[config.mk]
export PLATFORM = sky130hd
export DESIGN_NAME = mcswg_top
export DESIGN_NICKNAME = d
export VERILOG_FILES = /design/src/hw/mcswg_pkg.sv /design/src/hw/mcswg_top.sv /design/src/hw/mcswg_decode.sv /design/src/hw/mcswg_wait_count.sv
export SDC_FILE = /design/constraint.sdc
export NUM_CORES = 1
export LEC_CHECK = 0
export BUFFER_PORTS_ARGS = -buffer_cell sky130_fd_sc_hd__buf_2
export CORE_MARGIN = 2
export CORE_UTILIZATION = 48
export CTS_CLUSTER_DIAMETER = 200
export DETAILED_ROUTE_END_ITERATION = 10
export PLACE_DENSITY = 0.7
export SYNTH_ARGS = -nofsm -noshare
export SYNTH_HDL_FRONTEND = slang
export SYNTH_SLANG_ARGS = --single-unit
export TNS_END_PERCENT = 5
[constraint.sdc]
create_clock -name clk -period 5.97 [get_ports clk]
set_clock_uncertainty 0.2 [all_clocks]
set_input_delay 1.4925 -clock clk [delete_from_list [all_inputs] [get_ports clk]]
set_output_delay 1.4925 -clock clk [all_outputs]
set_load 0.005 [all_outputs]
[src/hw/mcswg_pkg.sv]
/*
 * constants, register offsets, reset values and carrier types for the
 * memory chip select and wait generator.
 * assumes one 20 MHz system clock shared with the processor core.
 */
`default_nettype none
package mcswg_pkg;

    // ----------------------------------------------------------------
    // register offsets (low eight bits of the i/o address)
    // ----------------------------------------------------------------
    localparam logic [7:0] OFS_CHIP_SELECT_WAIT_CONTROL = 8'hD8;
    localparam logic [7:0] OFS_RAM_REGION_UPPER_BOUND   = 8'hE6;
    localparam logic [7:0] OFS_RAM_REGION_LOWER_BOUND   = 8'hE7;
    localparam logic [7:0] OFS_ROM_REGION_UPPER_BOUND   = 8'hE8;
    localparam logic [7:0] OFS_SYSTEM_CONFIG            = 8'hEF;

    // ----------------------------------------------------------------
    // reset values
    // ----------------------------------------------------------------
    localparam logic [7:0] RST_BOUND      = 8'hFF;
    localparam logic [7:0] RST_WAIT_CTRL  = 8'h77;
    localparam logic [7:0] RST_SYS_CONFIG = 8'h00;
    localparam logic [7:0] UNMAPPED_READ  = 8'h00;

    // ----------------------------------------------------------------
    // field positions
    // ----------------------------------------------------------------
    localparam int RAM_WAIT_EN_BIT  = 7;
    localparam int RAM_WAIT_LSB     = 4;
    localparam int ROM_WAIT_EN_BIT  = 3;
    localparam int ROM_WAIT_LSB     = 0;
    localparam int WAIT_FIELD_W     = 3;
    localparam int ROM_OVERLAY_BIT  = 3;
    localparam int PAGE_MSB         = 19;
    localparam int PAGE_LSB         = 12;

    // ----------------------------------------------------------------
    // timing and widths
    // ----------------------------------------------------------------
    localparam int ADDR_W   = 20;
    localparam int WCOUNT_W = 4;
    localparam logic [WCOUNT_W-1:0] WAIT_ONE  = 4'h1;
    localparam logic [WCOUNT_W-1:0] WAIT_NONE = 4'h0;

    // ----------------------------------------------------------------
    // carriers
    // ----------------------------------------------------------------
    typedef struct packed {
        logic [ADDR_W-1:0] addr;
        logic              memory_request_n;
        logic              refresh_n;
        logic              halted;
    } mcswg_mem_bus_s;

    typedef struct packed {
        logic       wr;
        logic       rd;
        logic [7:0] addr;
        logic [7:0] wdata;
    } mcswg_reg_req_s;

endpackage : mcswg_pkg
`default_nettype wire

[src/hw/mcswg_top.sv]
/*
 * memory chip select and wait generator: register file on the core's
 * i/o write/read strobes, rom/ram select decode and chip select waits.
 * assumes all inputs come from core logic on the same 20 MHz clock, so
 * none is synchronised; strobes are one-cycle pulses.
 */
`timescale 1ns/1ps
`default_nettype none
module mcswg_top (
    // clock and reset
    input  wire logic                          clk,
    input  wire logic                          rst,
    // register access from the core
    input  wire mcswg_pkg::mcswg_reg_req_s     reg_req,
    output logic      [7:0]                    reg_rdata,
    // memory bus from the core
    input  wire mcswg_pkg::mcswg_mem_bus_s     mem_bus,
    input  wire logic [mcswg_pkg::WCOUNT_W-1:0] core_wait_count,
    // selects and wait
    output logic                               rom_select_n,
    output logic                               ram_select_n,
    output logic                               wait_n
);
    import mcswg_pkg::*;

    // ----------------------------------------------------------------
    // registers
    // ----------------------------------------------------------------
    logic [7:0] chip_select_wait_control;
    logic [7:0] rom_region_upper_bound;
    logic [7:0] ram_region_upper_bound;
    logic [7:0] ram_region_lower_bound;
    logic [7:0] system_config;

    always_ff @(posedge clk) begin
        if (rst) begin
            rom_region_upper_bound <= RST_BOUND;
            ram_region_upper_bound <= RST_BOUND;
            ram_region_lower_bound <= RST_BOUND;
        end else if (reg_req.wr) begin
            if (reg_req.addr == OFS_ROM_REGION_UPPER_BOUND) begin
                rom_region_upper_bound <= reg_req.wdata;
            end
            if (reg_req.addr == OFS_RAM_REGION_UPPER_BOUND) begin
                ram_region_upper_bound <= reg_req.wdata;
            end
            if (reg_req.addr == OFS_RAM_REGION_LOWER_BOUND) begin
                ram_region_lower_bound <= reg_req.wdata;
            end
        end
    end

    always_ff @(posedge clk) begin
        if (rst) begin
            chip_select_wait_control <= RST_WAIT_CTRL;
            system_config            <= RST_SYS_CONFIG;
        end else if (reg_req.wr) begin
            if (reg_req.addr == OFS_CHIP_SELECT_WAIT_CONTROL) begin
                chip_select_wait_control <= reg_req.wdata;
            end
            if (reg_req.addr == OFS_SYSTEM_CONFIG) begin
                system_config <= reg_req.wdata;
            end
        end
    end

    // ----------------------------------------------------------------
    // register read, one cycle after the strobe
    // ----------------------------------------------------------------
    logic [7:0] next_rdata;

    always_comb begin
        unique case (reg_req.addr)
            OFS_CHIP_SELECT_WAIT_CONTROL: next_rdata = chip_select_wait_control;
            OFS_RAM_REGION_UPPER_BOUND:   next_rdata = ram_region_upper_bound;
            OFS_RAM_REGION_LOWER_BOUND:   next_rdata = ram_region_lower_bound;
            OFS_ROM_REGION_UPPER_BOUND:   next_rdata = rom_region_upper_bound;
            OFS_SYSTEM_CONFIG:            next_rdata = system_config;
            default:                      next_rdata = UNMAPPED_READ;
        endcase
    end

    always_ff @(posedge clk) begin
        if (rst) begin
            reg_rdata <= UNMAPPED_READ;
        end else if (reg_req.rd) begin
            reg_rdata <= next_rdata;
        end
    end

    // ----------------------------------------------------------------
    // select decode
    // ----------------------------------------------------------------
    logic rom_hit;
    logic ram_hit;
    logic select_ok;

    // the page is the core's own address, bit 18 included, never the
    // pin that the timer output shares
    mcswg_decode u_decode (
        .page            (mem_bus.addr[PAGE_MSB:PAGE_LSB]),
        .rom_upper_bound (rom_region_upper_bound),
        .ram_upper_bound (ram_region_upper_bound),
        .ram_lower_bound (ram_region_lower_bound),
        .rom_overlay     (system_config[ROM_OVERLAY_BIT]),
        .rom_hit         (rom_hit),
        .ram_hit         (ram_hit)
    );

    // refresh cycles also pulse the memory request, so they are masked
    assign select_ok = !mem_bus.memory_request_n && mem_bus.refresh_n
                       && !mem_bus.halted;

    always_ff @(posedge clk) begin
        if (rst) begin
            rom_select_n <= 1'b1;
            ram_select_n <= 1'b1;
        end else begin
            rom_select_n <= !(select_ok && rom_hit);
            ram_select_n <= !(select_ok && ram_hit);
        end
    end

    // ----------------------------------------------------------------
    // chip select wait generator
    // ----------------------------------------------------------------
    logic                request_seen;
    logic                access_start;
    logic [WCOUNT_W-1:0] rom_waits;
    logic [WCOUNT_W-1:0] ram_waits;
    logic [WCOUNT_W-1:0] cs_waits;
    logic [WCOUNT_W-1:0] total_waits;
    logic [WCOUNT_W-1:0] wait_left;

    always_ff @(posedge clk) begin
        if (rst) begin
            request_seen <= 1'b0;
        end else begin
            request_seen <= select_ok;
        end
    end

    assign access_start = select_ok && !request_seen;

    // a three-bit field n means n + 1 waits
    assign rom_waits = {1'b0, chip_select_wait_control[ROM_WAIT_LSB +: WAIT_FIELD_W]} + WAIT_ONE;
    assign ram_waits = {1'b0, chip_select_wait_control[RAM_WAIT_LSB +: WAIT_FIELD_W]} + WAIT_ONE;

    always_comb begin
        cs_waits = WAIT_NONE;
        if (rom_hit && chip_select_wait_control[ROM_WAIT_EN_BIT]) begin
            cs_waits = rom_waits;
        end else if (ram_hit && chip_select_wait_control[RAM_WAIT_EN_BIT]) begin
            cs_waits = ram_waits;
        end
    end

    // the core's own generator still runs; the longer demand wins, which
    // is why software is told to set the core's demand to zero
    assign total_waits = (core_wait_count > cs_waits) ? core_wait_count : cs_waits;

    mcswg_wait_count u_wait (
        .clk   (clk),
        .rst   (rst),
        .start (access_start),
        .load  (total_waits),
        .count (wait_left)
    );

    always_ff @(posedge clk) begin
        if (rst) begin
            wait_n <= 1'b1;
        end else begin
            wait_n <= !((access_start && total_waits != WAIT_NONE) || wait_left > WAIT_ONE);
        end
    end

    // ----------------------------------------------------------------
    // wait run length and further select and wait checks
    // ----------------------------------------------------------------
    // saturating, so a stuck wait cannot wrap back into the legal range
    logic [WCOUNT_W:0] wait_run;

    always_ff @(posedge clk) begin
        if (rst) begin
            wait_run <= '0;
        end else if (wait_n) begin
            wait_run <= '0;
        end else if (wait_run != '1) begin
            wait_run <= wait_run + 5'h01;
        end
    end
endmodule : mcswg_top
`default_nettype wire

[src/hw/mcswg_decode.sv]
/*
 * address window compare for the rom and ram selects, combinational.
 * assumes the caller qualifies the hits with the memory request.
 */
`timescale 1ns/1ps
`default_nettype none
module mcswg_decode (
    // page and bounds
    input  wire logic [7:0] page,
    input  wire logic [7:0] rom_upper_bound,
    input  wire logic [7:0] ram_upper_bound,
    input  wire logic [7:0] ram_lower_bound,
    input  wire logic       rom_overlay,
    // hits
    output logic            rom_hit,
    output logic            ram_hit
);
    import mcswg_pkg::*;

    logic rom_in;
    logic ram_in;

    // rom floor is page zero, so only the ceiling needs a compare
    assign rom_in  = (page <= rom_upper_bound) && !rom_overlay;
    assign ram_in  = (page <= ram_upper_bound) && (page >= ram_lower_bound);
    assign rom_hit = rom_in;
    assign ram_hit = ram_in && !rom_in;

endmodule : mcswg_decode
`default_nettype wire

[src/hw/mcswg_wait_count.sv]
/*
 * down counter that holds the wait request for a loaded number of cycles.
 * assumes start is a one-cycle pulse at the opening of an access.
 */
`timescale 1ns/1ps
`default_nettype none
module mcswg_wait_count (
    // clock and reset
    input  wire logic                          clk,
    input  wire logic                          rst,
    // control
    input  wire logic                          start,
    input  wire logic [mcswg_pkg::WCOUNT_W-1:0] load,
    // state
    output logic      [mcswg_pkg::WCOUNT_W-1:0] count
);
    import mcswg_pkg::*;

    always_ff @(posedge clk) begin
        if (rst) begin
            count <= WAIT_NONE;
        end else if (start) begin
            count <= load;
        end else if (count != WAIT_NONE) begin
            count <= count - WAIT_ONE;
        end
    end

endmodule : mcswg_wait_count
`default_nettype wire

Word level (Yosys, flattened, before mapping)
Cells that the tools add are included.
{"block": "classes", "mux": 6, "n_addsub": 3, "eq_ne": 5, "order_cmp": 5, "n_reduce_logical": 28}
{"cell": "equality test 8 bit, second input constant", "n": 5}
{"cell": "one-hot mux 8 bit (5 select lines)", "n": 1}
{"cell": "two-way mux 4 bit", "n": 5}
{"cell": "<= comparator 8 bit", "n": 2}
{"cell": "logical AND 1 bit", "n": 11}
{"cell": "AND reduction 2 bit", "n": 5}
{"cell": "adder 3 x 1 -> 4 bit, second input constant", "n": 2}
{"cell": ">= comparator 8 bit", "n": 1}
{"cell": "logical NOT 1 bit", "n": 8}
{"cell": "nonzero test 4 bit", "n": 2}
{"cell": "greater-than comparator 4 x 1 -> 1 bit, second input constant", "n": 1}
{"cell": "greater-than comparator 4 bit", "n": 1}
{"cell": "subtractor 4 x 1 -> 4 bit, second input constant", "n": 1}
{"cell": "nonzero test 2 bit", "n": 1}
{"cell": "logical OR 1 bit", "n": 1}
{"block": "totals", "wordCells": 58, "regBits": 56, "inputBits": 47, "out_inout_bits": 11}

Longest topological paths before layout
{"block": "depth", "depth_word": 13, "depth_mapped": 18, "mapped_depth_nobuf": 17}

Cells and area by module
From an unflattened synthesis, not the netlist that was laid out.
{"block": "unflattened", "cells_unflattened": 376, "hier_area_um2": 3353.2}
{"mod": "mcswg_top", "area_per_inst_um2": 2528.7, "n_inst": 1, "cells_per_inst": 268, "seq_area_each_um2": 1041.0}
{"mod": "mcswg_decode", "area_per_inst_um2": 598.1, "n_inst": 1, "cells_per_inst": 83, "seq_area_each_um2": 0.0}
{"mod": "mcswg_wait_count", "area_per_inst_um2": 226.5, "n_inst": 1, "cells_per_inst": 25, "seq_area_each_um2": 80.1}

Worst setup path after synthesis
Ideal clock, no wire load.
{"block": "synth_timing", "kind": "input port to flip-flop", "from": "input mem_bus[20] in the netlist's numbering", "to": "register wait_n", "cell_stages": 17, "setup_slack_ps": 857, "n_path_buf": 1, "required_time_ps": 5696, "arrival_time_ps": 4839, "setup_ps": 74, "path_cell_list": "ha_1 a211oi_1 nor2_1 and4b_1 or2_1 buf_6 nor3_1 a31oi_1 ha_1 nor2b_1 o21a_1 o21a_1 o21ai_1 o21ai_0 o22a_2 or4b_1 a31oi_1"}
{"block": "synth_between", "elab_chain_cells": 13, "word_cells_on_any_way": 17, "classes_between": "order compare (4); mux (3); reduce/logical (10)"}
{"item": "from (decl)", "line_no": "mcswg_top.sv:17", "text": "input wire mcswg_pkg::mcswg_mem_bus_s mem_bus,"}
{"item": "<= comparator 8 bit", "line_no": "mcswg_decode.sv:24", "text": "assign rom_in = (page <= rom_upper_bound) && !rom_overlay;"}
{"item": "logical AND 1 bit", "line_no": "mcswg_decode.sv:24"}
{"item": "logical NOT 1 bit", "line_no": "mcswg_decode.sv:27", "text": "assign ram_hit = ram_in && !rom_in;"}
{"item": "logical AND 1 bit", "line_no": "mcswg_decode.sv:27"}
{"item": "logical AND 1 bit", "line_no": "mcswg_top.sv:153", "text": "end else if (ram_hit && chip_select_wait_control[RAM_WAIT_EN_BIT]) begin"}
{"item": "two-way mux 4 bit", "line_no": "mcswg_top.sv:153"}
{"item": "two-way mux 4 bit (*)", "line_no": "mcswg_top.sv:151", "text": "if (rom_hit && chip_select_wait_control[ROM_WAIT_EN_BIT]) begin"}
{"item": "greater-than comparator 4 bit", "line_no": "mcswg_top.sv:160", "text": "assign total_waits = (core_wait_count > cs_waits) ? core_wait_count : cs_waits;"}
{"item": "two-way mux 4 bit (*)", "line_no": "mcswg_top.sv:160"}
{"item": "nonzero test 4 bit (*)", "line_no": "mcswg_top.sv:174", "text": "wait_n <= !((access_start && total_waits != WAIT_NONE) || wait_left > WAIT_ONE);"}
{"item": "logical AND 1 bit (*)", "line_no": "mcswg_top.sv:174"}
{"item": "logical OR 1 bit (*)", "line_no": "mcswg_top.sv:174"}
{"item": "logical NOT 1 bit (*)", "line_no": "mcswg_top.sv:174"}
{"item": "to (signal assigned)", "line_no": "mcswg_top.sv:174"}
{"item": "to (decl)", "line_no": "mcswg_top.sv:22", "text": "output logic wait_n"}
Mark *: on every way between the ends. The rest lies on a longest branch, timed or not.
A chain may end at the register's enable or synchronous reset.

Final worst setup path
{"block": "layout_timing", "from": "input mem_bus[22] in the netlist's numbering", "to": "register wait_n"}
Same word-level chain as after synthesis.

==> run metrics <==
Slew HR 0.326; I/O Pins 58; total CTS buffers 5; htree depth 2; Crit path depth 17; Pleak 0.00165 uW; worst hold path class reg2reg; initial antenna violation count 0; post-synth top area share 0.350; Post-synth EDFFs 0; postcts setup bufs 0; largest cells by area after synthesis dfxtp_1, ha_1, nand2_1; Avg Cell Area, Syn just over 8 um2; P_int 549 uW; clk sinks between 50 and 60; count of pins over their slew limit 0; Hold Buf Count CTS 0; hold depth 2; GRT Overall Usage 0.208; R2R Path Start rom_region_upper_bound[7]; Area Overhead vs Synth 10.2%; DIE AREA 7350 um2; fill count 623; antenna cells 0; Worst-path clk slew ~0.11 ns; layout cells sized above 1 0.145; Die Wd 85.7 um; area leader, netlist dfxtp_1; period utilization 0.879; r2r worst-path depth 17; CTS tree done; sequential power share 0.519; Crit-path slowest cell or4b_1; number of global-route vias before repair approximately 2500; Remaining DRCs 0; Final ANT Viol Nets 0; post-DP HPWL 5.67 mm; CP startpoint mem_bus[22]; yosys warns 0; Core Util, Final 0.553; Netlist cell types slightly below 50; most frequent cell after synthesis dfxtp_1; CP Data Arrival Time between 5 and 6 ns; kind of critical path in2reg; main flop type after synthesis dfxtp_1; switching portion of total power 0.293; CP cell instances buf_2 -> ha_1 -> o21ai_0 -> nor2_1 -> and4b_1 -> or2_1 -> nor3_1 -> a31oi_1 -> ha_1 -> nor2b_1 -> o21a_1 -> o21a_1 -> o21ai_1 -> o21ai_0 -> o22a_2 -> or4b_1 -> a31oi_1; CP endpoint kind register; worst slack at placement between 0.3 and 0.4 ns; clk root buf clkbuf_8; max cap viols 0; post_cts resized 0; Gate power share 0.207; slowest stage delay, CP about 0.49 ns; DR pass1 iterations 4; final WL between 7 and 8 mm; fin worst setup slack between 0.7 and 0.8 ns; initial core utilization 0.502; post-synth net total ~470; CP top delay family simple AND/OR/NAND/NOR gates; status finished clean; gpl congestion 0.878; register bit count reported by yosys 56; Skew-Pair Late Insertion Delay around 0.32 ns; Cell Area, Synth 3200 um2; clk buf depth 2; wire per inst between 10 and 15 um; setup TNS 0 ns; Seq/Total Area, Yosys 0.350; largest net degree at the start of global routing 32; min-delay src reg_rdata[4]; Achievable Freq roughly 190 MHz; pwr/cell area roughly 220 nW/um2; Hold Worst Slack between 0.2 and 0.3 ns; startpoint type of the worst setup path input port; Iter 0 DRT Violations 121; Via Count roughly 2800; commonest cells in the netlist dfxtp_1, nand2_1, nor2_1, ha_1, inv_1; Nets 501; Tmin final 5.25 ns; RSZ-0062 raised after global routing no; Crit Path Max Fanout 7; Final Hold Fails 0; Clk pwr share 0.274; FFs w/ async S/R, synth 0; Slew @ Worst Pin about 1 ns; core area 6390 um2; # setup viols final 0; P_sw 228 uW; Rows 29; I/O Buffers 45; worst ir drop on vdd roughly 200 uV; Syn Inst Count between 300 and 400; global-route wire length before repair between 10 and 15 mm; Worst Path Buf+Inv 1; WP data required between 6 and 7 ns; gr ovfl total 0; via/cell ratio ~5.7; DIE HEIGHT 85.7 um
[cells by family after synthesis]
logic type	synth area share
AOI/OAI and AO/OA	0.207
buffers and inverters	0.0617
DFF	0.350
xor gates and xnor gates	0.0109
muxes	0.0394
and+or+nand+nor	0.203
adders and majority gates	0.129
[layout by cell type, fill, tap and decap left out, drive strengths merged, types with 8 or more instances in the layout]
master and n:
a211oi 11, ha 33, o211ai 25, nand3 12, a21oi 9, dfxtp 56
nand2 54, mux2i 10, buf 45, inv 31, o21ai 17, nor2 42
a22oi 8, a221oi 9
[worst paths after layout]
kind                  endpoint  slack, ns
setup / recovery        wait_n       0.72
hold / removal    reg_rdata[4]       0.28
setup reg to reg        wait_n       1.63
hold reg to reg   reg_rdata[4]       0.28
[metal layers]
metal	vias to the layer above	GRT usage	wire length, um
li1	1445	-	-
met1	1326	0.305	3670
met2	54	0.316	3280
met3	8	0.0269	305
met4	0	0.0678	97
met5	-	0	0
[area by class of cell]
class	count	area, um2	area share
inverters	31	116	0.0330
multi-input cells	282	1890	0.534
well taps	77	96.3	0.0273
repair buffers	45	225	0.0638
clock buffers	7	76.3	0.0216
clock inverters	1	8.76	0.00248
flip-flops and latches	56	1120	0.318
[per-stage QoR]
stage / instances / power (uW) / instance area [um2]
final: 499 / 777 / 3530
after floorplan: 387 / 528 / 3200
after detailed placement: 491 / 573 / 3440
after global routing: 499 / 823 / 3530
after global placement: 491 / 569 / 3440
after CTS: 499 / 780 / 3530
[flip-flops by register name (all words and copies together), names as in the netlist, 4 cells and up]
name	count
chip_select_wait_control	8
ram_region_lower_bound	8
ram_region_upper_bound	8
reg_rdata	8
rom_region_upper_bound	8
system_config	8
u_wait.count	4
[power by group through the flow]
stage / Combinational [uW] / Clock [uW] / Sequential (uW)
finish: 161 / 213 / 403
global route: 187 / 229 / 407
CTS: 162 / 215 / 403
detailed placement: 161 / 0 / 412
global placement: 157 / 0 / 412
floorplan: 117 / 0 / 411
[worst min-delay path: stages, from the launching register on]
cell and delay [ns]:
dfxtp_1 0.32, nor2_1 0.08, a211oi_1 0.05
Note: power is estimated with default switching activity, not from simulation.
